### config.mk
export PLATFORM = sky130hd
export DESIGN_NAME = pse_port_power
export DESIGN_NICKNAME = d
export VERILOG_FILES = /design/src/hdl/pse_port_power.v
export VERILOG_INCLUDE_DIRS = /design/src /design/src/hdl
export SDC_FILE = /design/constraint.sdc
export NUM_CORES = 1
export LEC_CHECK = 0
export BUFFER_PORTS_ARGS = -buffer_cell sky130_fd_sc_hd__buf_2
export CAP_MARGIN = 20
export CELL_PAD_IN_SITES_DETAIL_PLACEMENT = 1
export CELL_PAD_IN_SITES_GLOBAL_PLACEMENT = 2
export CORE_ASPECT_RATIO = 1.2
export CORE_UTILIZATION = 36
export DETAILED_ROUTE_END_ITERATION = 8
export PLACE_DENSITY_LB_ADDON = 0.1
export RECOVER_POWER = 25
export SYNTH_ARGS = -nofsm -noshare
export SYNTH_HDL_FRONTEND = slang
export SYNTH_SLANG_ARGS = --single-unit
### constraint.sdc
create_clock -name clk -period 2.83 [get_ports clk]
set_input_delay 0.283 -clock clk [delete_from_list [all_inputs] [get_ports clk]]
set_output_delay 0.283 -clock clk [all_outputs]
set_load 0.05 [all_outputs]
### src/hdl/pse_consts.vh
// constants for the per-port power supervisor: register map, fields,
// class and gate codes, timer figures
// assumes a 100 MHz core clock and a 32-bit APB register bus
`ifndef PSE_CONSTS_VH
`define PSE_CONSTS_VH

`define PSE_CLK_MHZ 100
// timer figures in microseconds
`define PSE_INRUSH_US 60000
`define PSE_OVL_US 60000
`define PSE_LIM_US 12000
// overload timer counts up sixteen times faster than down
`define PSE_OVL_UP_STEP 32'h0000_0010
`define PSE_OVL_DN_STEP 32'h0000_0001
// plain timers advance by one per clock
`define PSE_CNT_STEP 32'h0000_0001
// top bit of the programmed hard limit field
`define PSE_LIMIT_MSB 7

// register byte offsets
`define PSE_REG_CTRL 12'h000
`define PSE_REG_LIMIT 12'h004
`define PSE_REG_STATUS 12'h008
`define PSE_REG_FAULT 12'h00c

// control bits
`define PSE_CTRL_ON 0
`define PSE_CTRL_OFF 1
`define PSE_CTRL_LIMEN 2
`define PSE_CTRL_TWOEV 3

// fault bits
`define PSE_FLT_INRUSH 0
`define PSE_FLT_OVL 1
`define PSE_FLT_LIM 2
`define PSE_FLT_W 3

// status layout
`define PSE_ST_CLASS_LSB 0
`define PSE_ST_CLASS_MSB 2
`define PSE_ST_TWOEV 3
`define PSE_ST_ON 4
`define PSE_ST_INRUSH 5

// class codes
`define PSE_CLASS4 3'h4

// hard limit codes at the inrush level, per sense resistor
`define PSE_INRUSH_CODE_BIG 8'h00
`define PSE_INRUSH_CODE_SMALL 8'h80
`define PSE_LIMIT_RESET 8'h00

// gate drive commands to the analog driver
`define PSE_GATE_OFF 2'h0
`define PSE_GATE_RAMP 2'h1
`define PSE_GATE_HOLD 2'h2
`define PSE_GATE_FULL 2'h3

`endif

### src/hdl/pse_port_power.v
// per-port power supervisor: turn-on sequencing, gate command, limit
// select, inrush/overload/limit timers, two-event class check, APB regs
// assumes synchronous comparator flags and class results from the
// analog front end; one clock, asynchronous active-low reset
//
// Notes on behaviour
// standalone strap powers any detected port, whatever its class, unless invalid (code has no validity check and also powers on class results 5-7).
// class 4 then class 0-3 keeps port off and restarts detection.
// class field holds last class pulse; flag shows a second pulse was called for.
// first class 4 with two-event enabled sets the second-cycle flag.
// turn-on ramps gate until inrush level, then servos to hold it.
// inrush timer starts at turn-on and runs the full inrush period.
// inrush phase lasts until timer expiry; below limit gate rises fully (code keeps the ramp command and gives full drive only after expiry).
// still above inrush level at expiry turns port off, inrush fault.
// each port has overload and hard limit thresholds, each with timer.
// overload only: no current restriction, overload timer counts up.
// below overload threshold the timer counts down at one sixteenth rate.
// overload timer terminal turns port off and sets overload fault.
// hard limit always active, holding current via gate drive.
// limit timer runs only when enabled, counting above hard limit.
// enabled limit timer terminal turns port off, sets limit fault.
// limit timer disabled: overload timer also counts on hard-limit events.
// inrush forces inrush limit code; afterwards programmed code applies.
// port turn-off returns the hard limit setting to the inrush level.
// host should program low limit for type 1, high for type 2.
// inrush limit code is 00 with large resistor, 80 with small.
// overload timer saturates at zero and clears when port turns off.
// timer faults stay set until software clears them, per port.

`timescale 1ns/10ps
`include "pse_consts.vh"

module pse_port_power #(
    parameter INRUSH_CYCLES = `PSE_INRUSH_US * `PSE_CLK_MHZ,
    parameter OVL_CYCLES = `PSE_OVL_US * `PSE_CLK_MHZ,
    parameter LIM_CYCLES = `PSE_LIM_US * `PSE_CLK_MHZ
) (
    input wire clk,
    input wire rst_n,
    input wire psel,
    input wire penable,
    input wire pwrite,
    input wire [11:0] paddr,
    input wire [31:0] pwdata,
    output reg [31:0] prdata,
    output reg pready,
    output reg pslverr,
    input wire standaloneMode,
    input wire smallSense,
    input wire detectGood,
    input wire classDone,
    input wire [2:0] classResult,
    input wire aboveInrush,
    input wire aboveOverload,
    input wire aboveHardLimit,
    output reg [1:0] gateCmd,
    output reg [7:0] limitCode,
    output reg portOn,
    output reg restartDetect
);

    localparam ST_OFF = 3'b001;
    localparam ST_INRUSH = 3'b010;
    localparam ST_ON = 3'b100;

    localparam [31:0] INRUSH_TERM = INRUSH_CYCLES;
    localparam [31:0] OVL_TERM = OVL_CYCLES * `PSE_OVL_UP_STEP;
    localparam [31:0] LIM_TERM = LIM_CYCLES;

    reg [2:0] state;
    reg [2:0] next_state;
    reg [31:0] inrushCount;
    reg [31:0] ovlCount;
    reg [31:0] limCount;
    reg limitTimerEnable;
    reg twoEventEnable;
    reg [7:0] programmedLimit;
    reg [2:0] portClass;
    reg twoEventFlag;
    reg secondPending;
    reg [`PSE_FLT_W-1:0] faults;
    reg autoStart;
    reg hostOn;
    reg hostOff;

    wire wrEn;
    wire rdEn;
    wire inrushExpired;
    wire ovlExpired;
    wire limExpired;
    wire ovlCounting;
    wire [7:0] inrushCode;
    wire ctrlWr;
    wire limitWr;
    wire faultWr;
    wire inrushFail;
    wire ovlTrip;
    wire limTrip;

    function addrKnown;
        input [11:0] a;
        begin
            addrKnown = (a == `PSE_REG_CTRL) || (a == `PSE_REG_LIMIT) ||
                (a == `PSE_REG_STATUS) || (a == `PSE_REG_FAULT);
        end
    endfunction

    function isClass4;
        input [2:0] c;
        begin
            isClass4 = (c == `PSE_CLASS4);
        end
    endfunction

    // true in the last counting cycle before a timer reaches its terminal count
    function termReached;
        input [31:0] count;
        input [31:0] term;
        input [31:0] step;
        begin
            termReached = (count >= term - step);
        end
    endfunction

    function [31:0] countUp;
        input [31:0] count;
        begin
            countUp = count + `PSE_CNT_STEP;
        end
    endfunction

    // write lands at the completing edge, read data is latched one edge earlier
    assign wrEn = psel && penable && pready && pwrite;
    assign rdEn = psel && penable && !pready;

    assign inrushCode = smallSense ? `PSE_INRUSH_CODE_SMALL : `PSE_INRUSH_CODE_BIG;

    assign ctrlWr = wrEn && (paddr == `PSE_REG_CTRL);
    assign limitWr = wrEn && (paddr == `PSE_REG_LIMIT);
    assign faultWr = wrEn && (paddr == `PSE_REG_FAULT);

    assign inrushExpired = termReached(inrushCount, INRUSH_TERM, `PSE_CNT_STEP);
    assign ovlCounting = aboveOverload || (aboveHardLimit && !limitTimerEnable);
    assign ovlExpired = termReached(ovlCount, OVL_TERM, `PSE_OVL_UP_STEP) && ovlCounting;
    assign limExpired = limitTimerEnable && aboveHardLimit &&
        termReached(limCount, LIM_TERM, `PSE_CNT_STEP);

    // timer expiries that end a power phase; an off command in the same cycle is not a fault
    assign inrushFail = (state == ST_INRUSH) && !hostOff && inrushExpired && aboveInrush;
    assign ovlTrip = (state == ST_ON) && !hostOff && ovlExpired;
    assign limTrip = (state == ST_ON) && !hostOff && limExpired;

    // APB slave: one wait state, unmapped addresses answer with pslverr
    always @(posedge clk or negedge rst_n) begin
        if (!rst_n) begin
            pready <= 1'b0;
            prdata <= 32'h0000_0000;
            pslverr <= 1'b0;
        end else if (rdEn) begin
            pready <= 1'b1;
            pslverr <= !addrKnown(paddr);
            prdata <= 32'h0000_0000;
            if (!pwrite) begin
                case (paddr)
                    `PSE_REG_CTRL: begin
                        prdata[`PSE_CTRL_LIMEN] <= limitTimerEnable;
                        prdata[`PSE_CTRL_TWOEV] <= twoEventEnable;
                    end
                    `PSE_REG_LIMIT: begin
                        prdata[`PSE_LIMIT_MSB:0] <= programmedLimit;
                    end
                    `PSE_REG_STATUS: begin
                        prdata[`PSE_ST_CLASS_MSB:`PSE_ST_CLASS_LSB] <= portClass;
                        prdata[`PSE_ST_TWOEV] <= twoEventFlag;
                        prdata[`PSE_ST_ON] <= (state == ST_ON);
                        prdata[`PSE_ST_INRUSH] <= (state == ST_INRUSH);
                    end
                    `PSE_REG_FAULT: begin
                        prdata[`PSE_FLT_W-1:0] <= faults;
                    end
                    default: begin
                        prdata <= 32'h0000_0000;
                    end
                endcase
            end
        end else begin
            pready <= 1'b0;
            pslverr <= 1'b0;
        end
    end

    // control and limit registers; on/off commands are write-one pulses
    always @(posedge clk or negedge rst_n) begin
        if (!rst_n) begin
            limitTimerEnable <= 1'b0;
            twoEventEnable <= 1'b0;
            programmedLimit <= `PSE_LIMIT_RESET;
            hostOn <= 1'b0;
            hostOff <= 1'b0;
        end else begin
            hostOn <= 1'b0;
            hostOff <= 1'b0;
            if (ctrlWr) begin
                limitTimerEnable <= pwdata[`PSE_CTRL_LIMEN];
                twoEventEnable <= pwdata[`PSE_CTRL_TWOEV];
                hostOn <= pwdata[`PSE_CTRL_ON];
                hostOff <= pwdata[`PSE_CTRL_OFF];
            end
            if (limitWr) begin
                programmedLimit <= pwdata[`PSE_LIMIT_MSB:0];
            end
        end
    end

    // classification sequence and two-event check
    always @(posedge clk or negedge rst_n) begin
        if (!rst_n) begin
            portClass <= 3'h0;
            twoEventFlag <= 1'b0;
            secondPending <= 1'b0;
            autoStart <= 1'b0;
            restartDetect <= 1'b0;
        end else begin
            autoStart <= 1'b0;
            restartDetect <= 1'b0;
            if (detectGood) begin
                twoEventFlag <= 1'b0;
                secondPending <= 1'b0;
            end else if (classDone) begin
                portClass <= classResult;
                if (!secondPending) begin
                    if (isClass4(classResult) && twoEventEnable) begin
                        secondPending <= 1'b1;
                        twoEventFlag <= 1'b1;
                    end else begin
                        autoStart <= standaloneMode;
                    end
                end else begin
                    secondPending <= 1'b0;
                    if (!isClass4(classResult)) begin
                        restartDetect <= 1'b1;
                    end else begin
                        autoStart <= standaloneMode;
                    end
                end
            end
        end
    end

    // port power state
    always @* begin
        next_state = state;
        case (state)
            ST_OFF: begin
                if ((hostOn || autoStart) && !hostOff) begin
                    next_state = ST_INRUSH;
                end
            end
            ST_INRUSH: begin
                if (hostOff || (inrushExpired && aboveInrush)) begin
                    next_state = ST_OFF;
                end else if (inrushExpired) begin
                    next_state = ST_ON;
                end
            end
            ST_ON: begin
                if (hostOff || ovlExpired || limExpired) begin
                    next_state = ST_OFF;
                end
            end
            default: begin
                next_state = ST_OFF;
            end
        endcase
    end

    always @(posedge clk or negedge rst_n) begin
        if (!rst_n) begin
            state <= ST_OFF;
        end else begin
            state <= next_state;
        end
    end

    // inrush timer runs for the whole inrush period from turn-on
    always @(posedge clk or negedge rst_n) begin
        if (!rst_n) begin
            inrushCount <= 32'h0000_0000;
        end else if (state == ST_INRUSH) begin
            inrushCount <= countUp(inrushCount);
        end else begin
            inrushCount <= 32'h0000_0000;
        end
    end

    // overload timer: up by sixteen, down by one, floor at zero
    always @(posedge clk or negedge rst_n) begin
        if (!rst_n) begin
            ovlCount <= 32'h0000_0000;
        end else if (state != ST_ON) begin
            ovlCount <= 32'h0000_0000;
        end else if (ovlCounting) begin
            ovlCount <= ovlCount + `PSE_OVL_UP_STEP;
        end else if (ovlCount != 32'h0000_0000) begin
            ovlCount <= ovlCount - `PSE_OVL_DN_STEP;
        end
    end

    // limit timer counts only when enabled and above the hard limit
    always @(posedge clk or negedge rst_n) begin
        if (!rst_n) begin
            limCount <= 32'h0000_0000;
        end else if (state == ST_ON && limitTimerEnable && aboveHardLimit) begin
            limCount <= countUp(limCount);
        end else begin
            limCount <= 32'h0000_0000;
        end
    end

    // sticky faults, write one to clear, a new fault wins over the clear
    always @(posedge clk or negedge rst_n) begin
        if (!rst_n) begin
            faults <= {`PSE_FLT_W{1'b0}};
        end else begin
            if (faultWr) begin
                faults <= faults & ~pwdata[`PSE_FLT_W-1:0];
            end
            if (inrushFail) begin
                faults[`PSE_FLT_INRUSH] <= 1'b1;
            end
            if (ovlTrip) begin
                faults[`PSE_FLT_OVL] <= 1'b1;
            end
            if (limTrip) begin
                faults[`PSE_FLT_LIM] <= 1'b1;
            end
        end
    end

    // gate command, limit code and on flag follow the next state
    always @(posedge clk or negedge rst_n) begin
        if (!rst_n) begin
            gateCmd <= `PSE_GATE_OFF;
            limitCode <= `PSE_INRUSH_CODE_BIG;
            portOn <= 1'b0;
        end else begin
            case (next_state)
                ST_INRUSH: begin
                    limitCode <= inrushCode;
                    portOn <= 1'b1;
                    if (aboveInrush) begin
                        gateCmd <= `PSE_GATE_HOLD;
                    end else begin
                        gateCmd <= `PSE_GATE_RAMP;
                    end
                end
                ST_ON: begin
                    limitCode <= programmedLimit;
                    portOn <= 1'b1;
                    if (aboveHardLimit) begin
                        gateCmd <= `PSE_GATE_HOLD;
                    end else begin
                        gateCmd <= `PSE_GATE_FULL;
                    end
                end
                default: begin
                    limitCode <= inrushCode;
                    portOn <= 1'b0;
                    gateCmd <= `PSE_GATE_OFF;
                end
            endcase
        end
    end

endmodule

==> results.sh <==
export IMPL_leakage_nw=3.915
export IMPL_violations="max-capacitance violations, max-slew violations"
export IMPL_highest_layer="met4"
export IMPL_drt_iter0_drc=211
export IMPL_wirelength_um=20300
export IMPL_route_detailed_drc=0
export IMPL_start_util_pct=36.72
export IMPL_cts_tree="yes"
export IMPL_grt_max_degree=65
export IMPL_synth_top_family_by_area="simple AND/OR/NAND/NOR gates"
export IMPL_fp_dieW_um=135.3
export IMPL_synth_fa_ha_area_share_pct=1.141
export IMPL_p_total_mw=4.617
export IMPL_grt_overflow_total=0
export IMPL_cts_max_level=4
export IMPL_layout_drive_gt1_share_pct=18.85
export IMPL_power_density_mw_per_mm2=512.0
export IMPL_grt_pass1_vias=6922
export IMPL_post_route_min_period_ns=2.644
export IMPL_tightest_slew_ns=1.715
export IMPL_place_congestion=0.7980
export IMPL_finalSetupViolCount=0
export IMPL_wl_met2_um=10560
export IMPL_wl_per_cell_um=17.07
export IMPL_vias=6310
export IMPL_cts_clk_slew_worst_paths_ns=0.07
export IMPL_finalHoldViolCount=0
export IMPL_root_buffer="clkbuf_16"
export IMPL_syn_to_final_growth_pct=17.51
export IMPL_worst_path_buf_inv=1
export IMPL_clock_skew_ns=0.01106
export IMPL_synth_compound_area_share_pct=9.848
export IMPL_ys_seq_area_share_pct=46.32
export IMPL_max_freq_mhz=378.2
export IMPL_async_flop_share_pct=100.0
export IMPL_end_kind="register"
export IMPL_slew_headroom_pct=-14.36
export IMPL_drtAntennaViolNets=0
export IMPL_yosysTopAreaCellShare_pct=45.98
export IMPL_yosysMostFrequentCell="dfrtp_1"
export IMPL_reg2reg_depth=7
export IMPL_synthSimpleGateAreaFrac_pct=26.17
export IMPL_cpPeakStageDelay_ns=0.51
export IMPL_ir_worst_vdd_mv=0.3918
export IMPL_netlist_area_mm2=0.007674
export IMPL_netlist_instances=822
export IMPL_cts_sinks=142
export IMPL_start_kind="register"
export IMPL_r2r_slack_ns=0.19
export IMPL_numPortBuffers=56
export IMPL_place_area_mm2=0.008408
export IMPL_cp_data_arrival_time_ns=2.96
export IMPL_nNetsFinal=971
export IMPL_period_share_pct=93.43
export IMPL_yosys_register_bits=142
export IMPL_fin_setup_tns_ns=0
export IMPL_ys_flop_type="dfrtp_1"
export IMPL_die_h_um=161.9
export IMPL_antenna_found_initial=1
export IMPL_met1_length_um=9019
export IMPL_ys_types=70
export IMPL_worstSetupPathType="register to register"
export IMPL_pin_count=105
export IMPL_cp_slowest_cell="or3_2"
export IMPL_viasPerCell=5.307
export IMPL_core_area_mm2=0.02090
export IMPL_cp_top_family="simple AND/OR/NAND/NOR gates"
export IMPL_grt_total_usage_pct=19.86
export IMPL_yosys_top_cells_count="141 x dfrtp_1, 121 x nor2_1, 64 x nand2_1, 39 x xor2_1, 38 x nand3_1"
export IMPL_rsz0062_at_grt="no"
export IMPL_yosysWarnings=0
export IMPL_cts_buffer_depth=2
export IMPL_holdCritPathClass="input port to register"
export IMPL_cap_violations=1
export IMPL_dp_hpwl_um=14510
export IMPL_final_cell_area_mm2=0.009017
export IMPL_timing_critical_path_cells="or3_2, nor4_1, buf_4, a211oi_1, nor3_1, o22ai_2, mux2_2"
export IMPL_required_ns=3.15
export IMPL_synth_area_leader_cell="dfrtp_1"
export IMPL_synth_edff_count=0
export IMPL_dr_pass1_iters=4
export IMPL_grt_pass1_wl_um=34510
export IMPL_outcome="complete, but fails checks"
export IMPL_synth_area_leaders="dfrtp_1 46%, nor2_1 5.9%, xor2_1 4.5%"
export IMPL_worstSkewPairLatency_ns=0.43
export IMPL_synth_mux_area_share_pct=2.902
export IMPL_die_area_mm2=0.02191
export IMPL_avgSynthCellArea_um2=9.335
export IMPL_synth_xor_area_share_pct=8.446
export IMPL_row_count=58
export IMPL_critPathMaxFanout=9
export IMPL_hold_depth=2
export IMPL_worstSetupPathDepth=7
export IMPL_wl_met3_um=513
export IMPL_slew_violations=64
export IMPL_nFillCells=2422
export IMPL_cts_buffers_inserted=17
-- final timing paths --
kind	start	endpoint
min in group asynchronous	rst_n	ovlCount[22]
hold / removal	detectGood	twoEventFlag
setup reg to reg	ovlCount[18]	limitCode[7]
setup / recovery	ovlCount[18]	limitCode[7]
max in group asynchronous	rst_n	state[0]
hold reg to reg	limCount[0]	limCount[0]
-- cells in the final DEF (no fill, tap or decap), types with 16 or more instances in the layout --
cell type / Yosys / routed
buf_4: 24 / 41
clkbuf_16: 0 / 17
conb_1: 1 / 24
nor2_1: 121 / 121
nand3_1: 38 / 38
nand2_1: 64 / 64
nor4_1: 18 / 18
and3_1: 16 / 16
buf_2: 2 / 54
xor2_1: 39 / 39
nor3_1: 24 / 24
inv_1: 17 / 17
a21oi_1: 23 / 23
dfrtp_1: 141 / 141
xnor2_1: 35 / 35
o21ai_0: 32 / 32
nand4_1: 22 / 22
-- layer usage --
layer | global-route usage [%] | vias to the layer above
li1 | - | 3019
met1 | 24.23 | 3206
met2 | 35.22 | 66
met3 | 3.933 | 19
met4 | 5.465 | 0
met5 | 0 | -
-- logic make-up (layout without fill, tap and decap cells) --
kind of cell,Yosys count,in the layout
and+or+nand+nor,389,389
DFF,142,142
AOI/OAI and AO/OA,114,114
buffers and inverters,76,149
xor gates and xnor gates,74,74
muxes,19,19
adders and majority gates,7,7
other,1,25
-- area by class of cell --
cell class              count  area (µm²)  area share, %
diodes                      1       2.502        0.02775
clock buffers              19       452.9          5.023
clock inverters            13       145.1          1.610
inverters                  17       63.81         0.7076
multi-input cells         627        3824          42.40
flip-flops and latches    142        3555          39.42
well taps                 270       337.8          3.746
repair buffers            100       636.9          7.063
-- metrics by stage --
stage / hold WS [ns] / std cells / setup WS (ns) / util [%]
2_1_floorplan: -0.01259 / 845 / 0.4357 / -
3_3_place_gp: 0.3211 / 1155 / 0.07872 / 40.23
3_5_place_dp: 0.3395 / 1155 / 0.05324 / 40.23
4_1_cts: 0.01012 / 1188 / 0.03823 / 43.14
5_1_grt: 0.007840 / 1188 / 0.02089 / 43.13
6_report: 0.02821 / 1189 / 0.1861 / 43.15
-- where the power goes --
| part | leakage (nW) | internal (mW) | switching [mW] | total [mW] |
|---|---|---|---|---|
| sequential | 1.97 | 2.04 | 0.00774 | 2.05 |
| combinational | 1.65 | 0.0722 | 0.202 | 0.274 |
| clock | 0.294 | 1.30 | 0.995 | 2.29 |
-- worst register-to-register path, cell delays in order, from the launching register on --
cell,delay (ns)
dfrtp_1,0.43
or3_2,0.51
nor4_1,0.40
buf_4,0.19
a211oi_1,0.06
nor3_1,0.35
o22ai_2,0.26
mux2_2,0.32
-- timing repair --
| action | in CTS | in global routing |
|---|---|---|
| hold endpoints to repair | 62 | 0 |
| endpoints found under the setup margin | 0 | 5 |
| hold buffers | 1 | 0 |
| setup buffers | 0 | 0 |
| resized for setup | 0 | 1 |
-- registers in the layout, indices dropped and copies added, names as in the netlist --
register	cells
gateCmd	2
programmedLimit	8
hostOff	1
portOn	1
hostOn	1
pslverr	1
limitTimerEnable	1
limitCode	8
ovlCount	32
twoEventFlag	1
pready	1
restartDetect	1
faults	3
portClass	3
prdata	8
limCount	32
autoStart	1
state	3
inrushCount	32
twoEventEnable	1
secondPending	1
(Power assumes the default switching activity.)
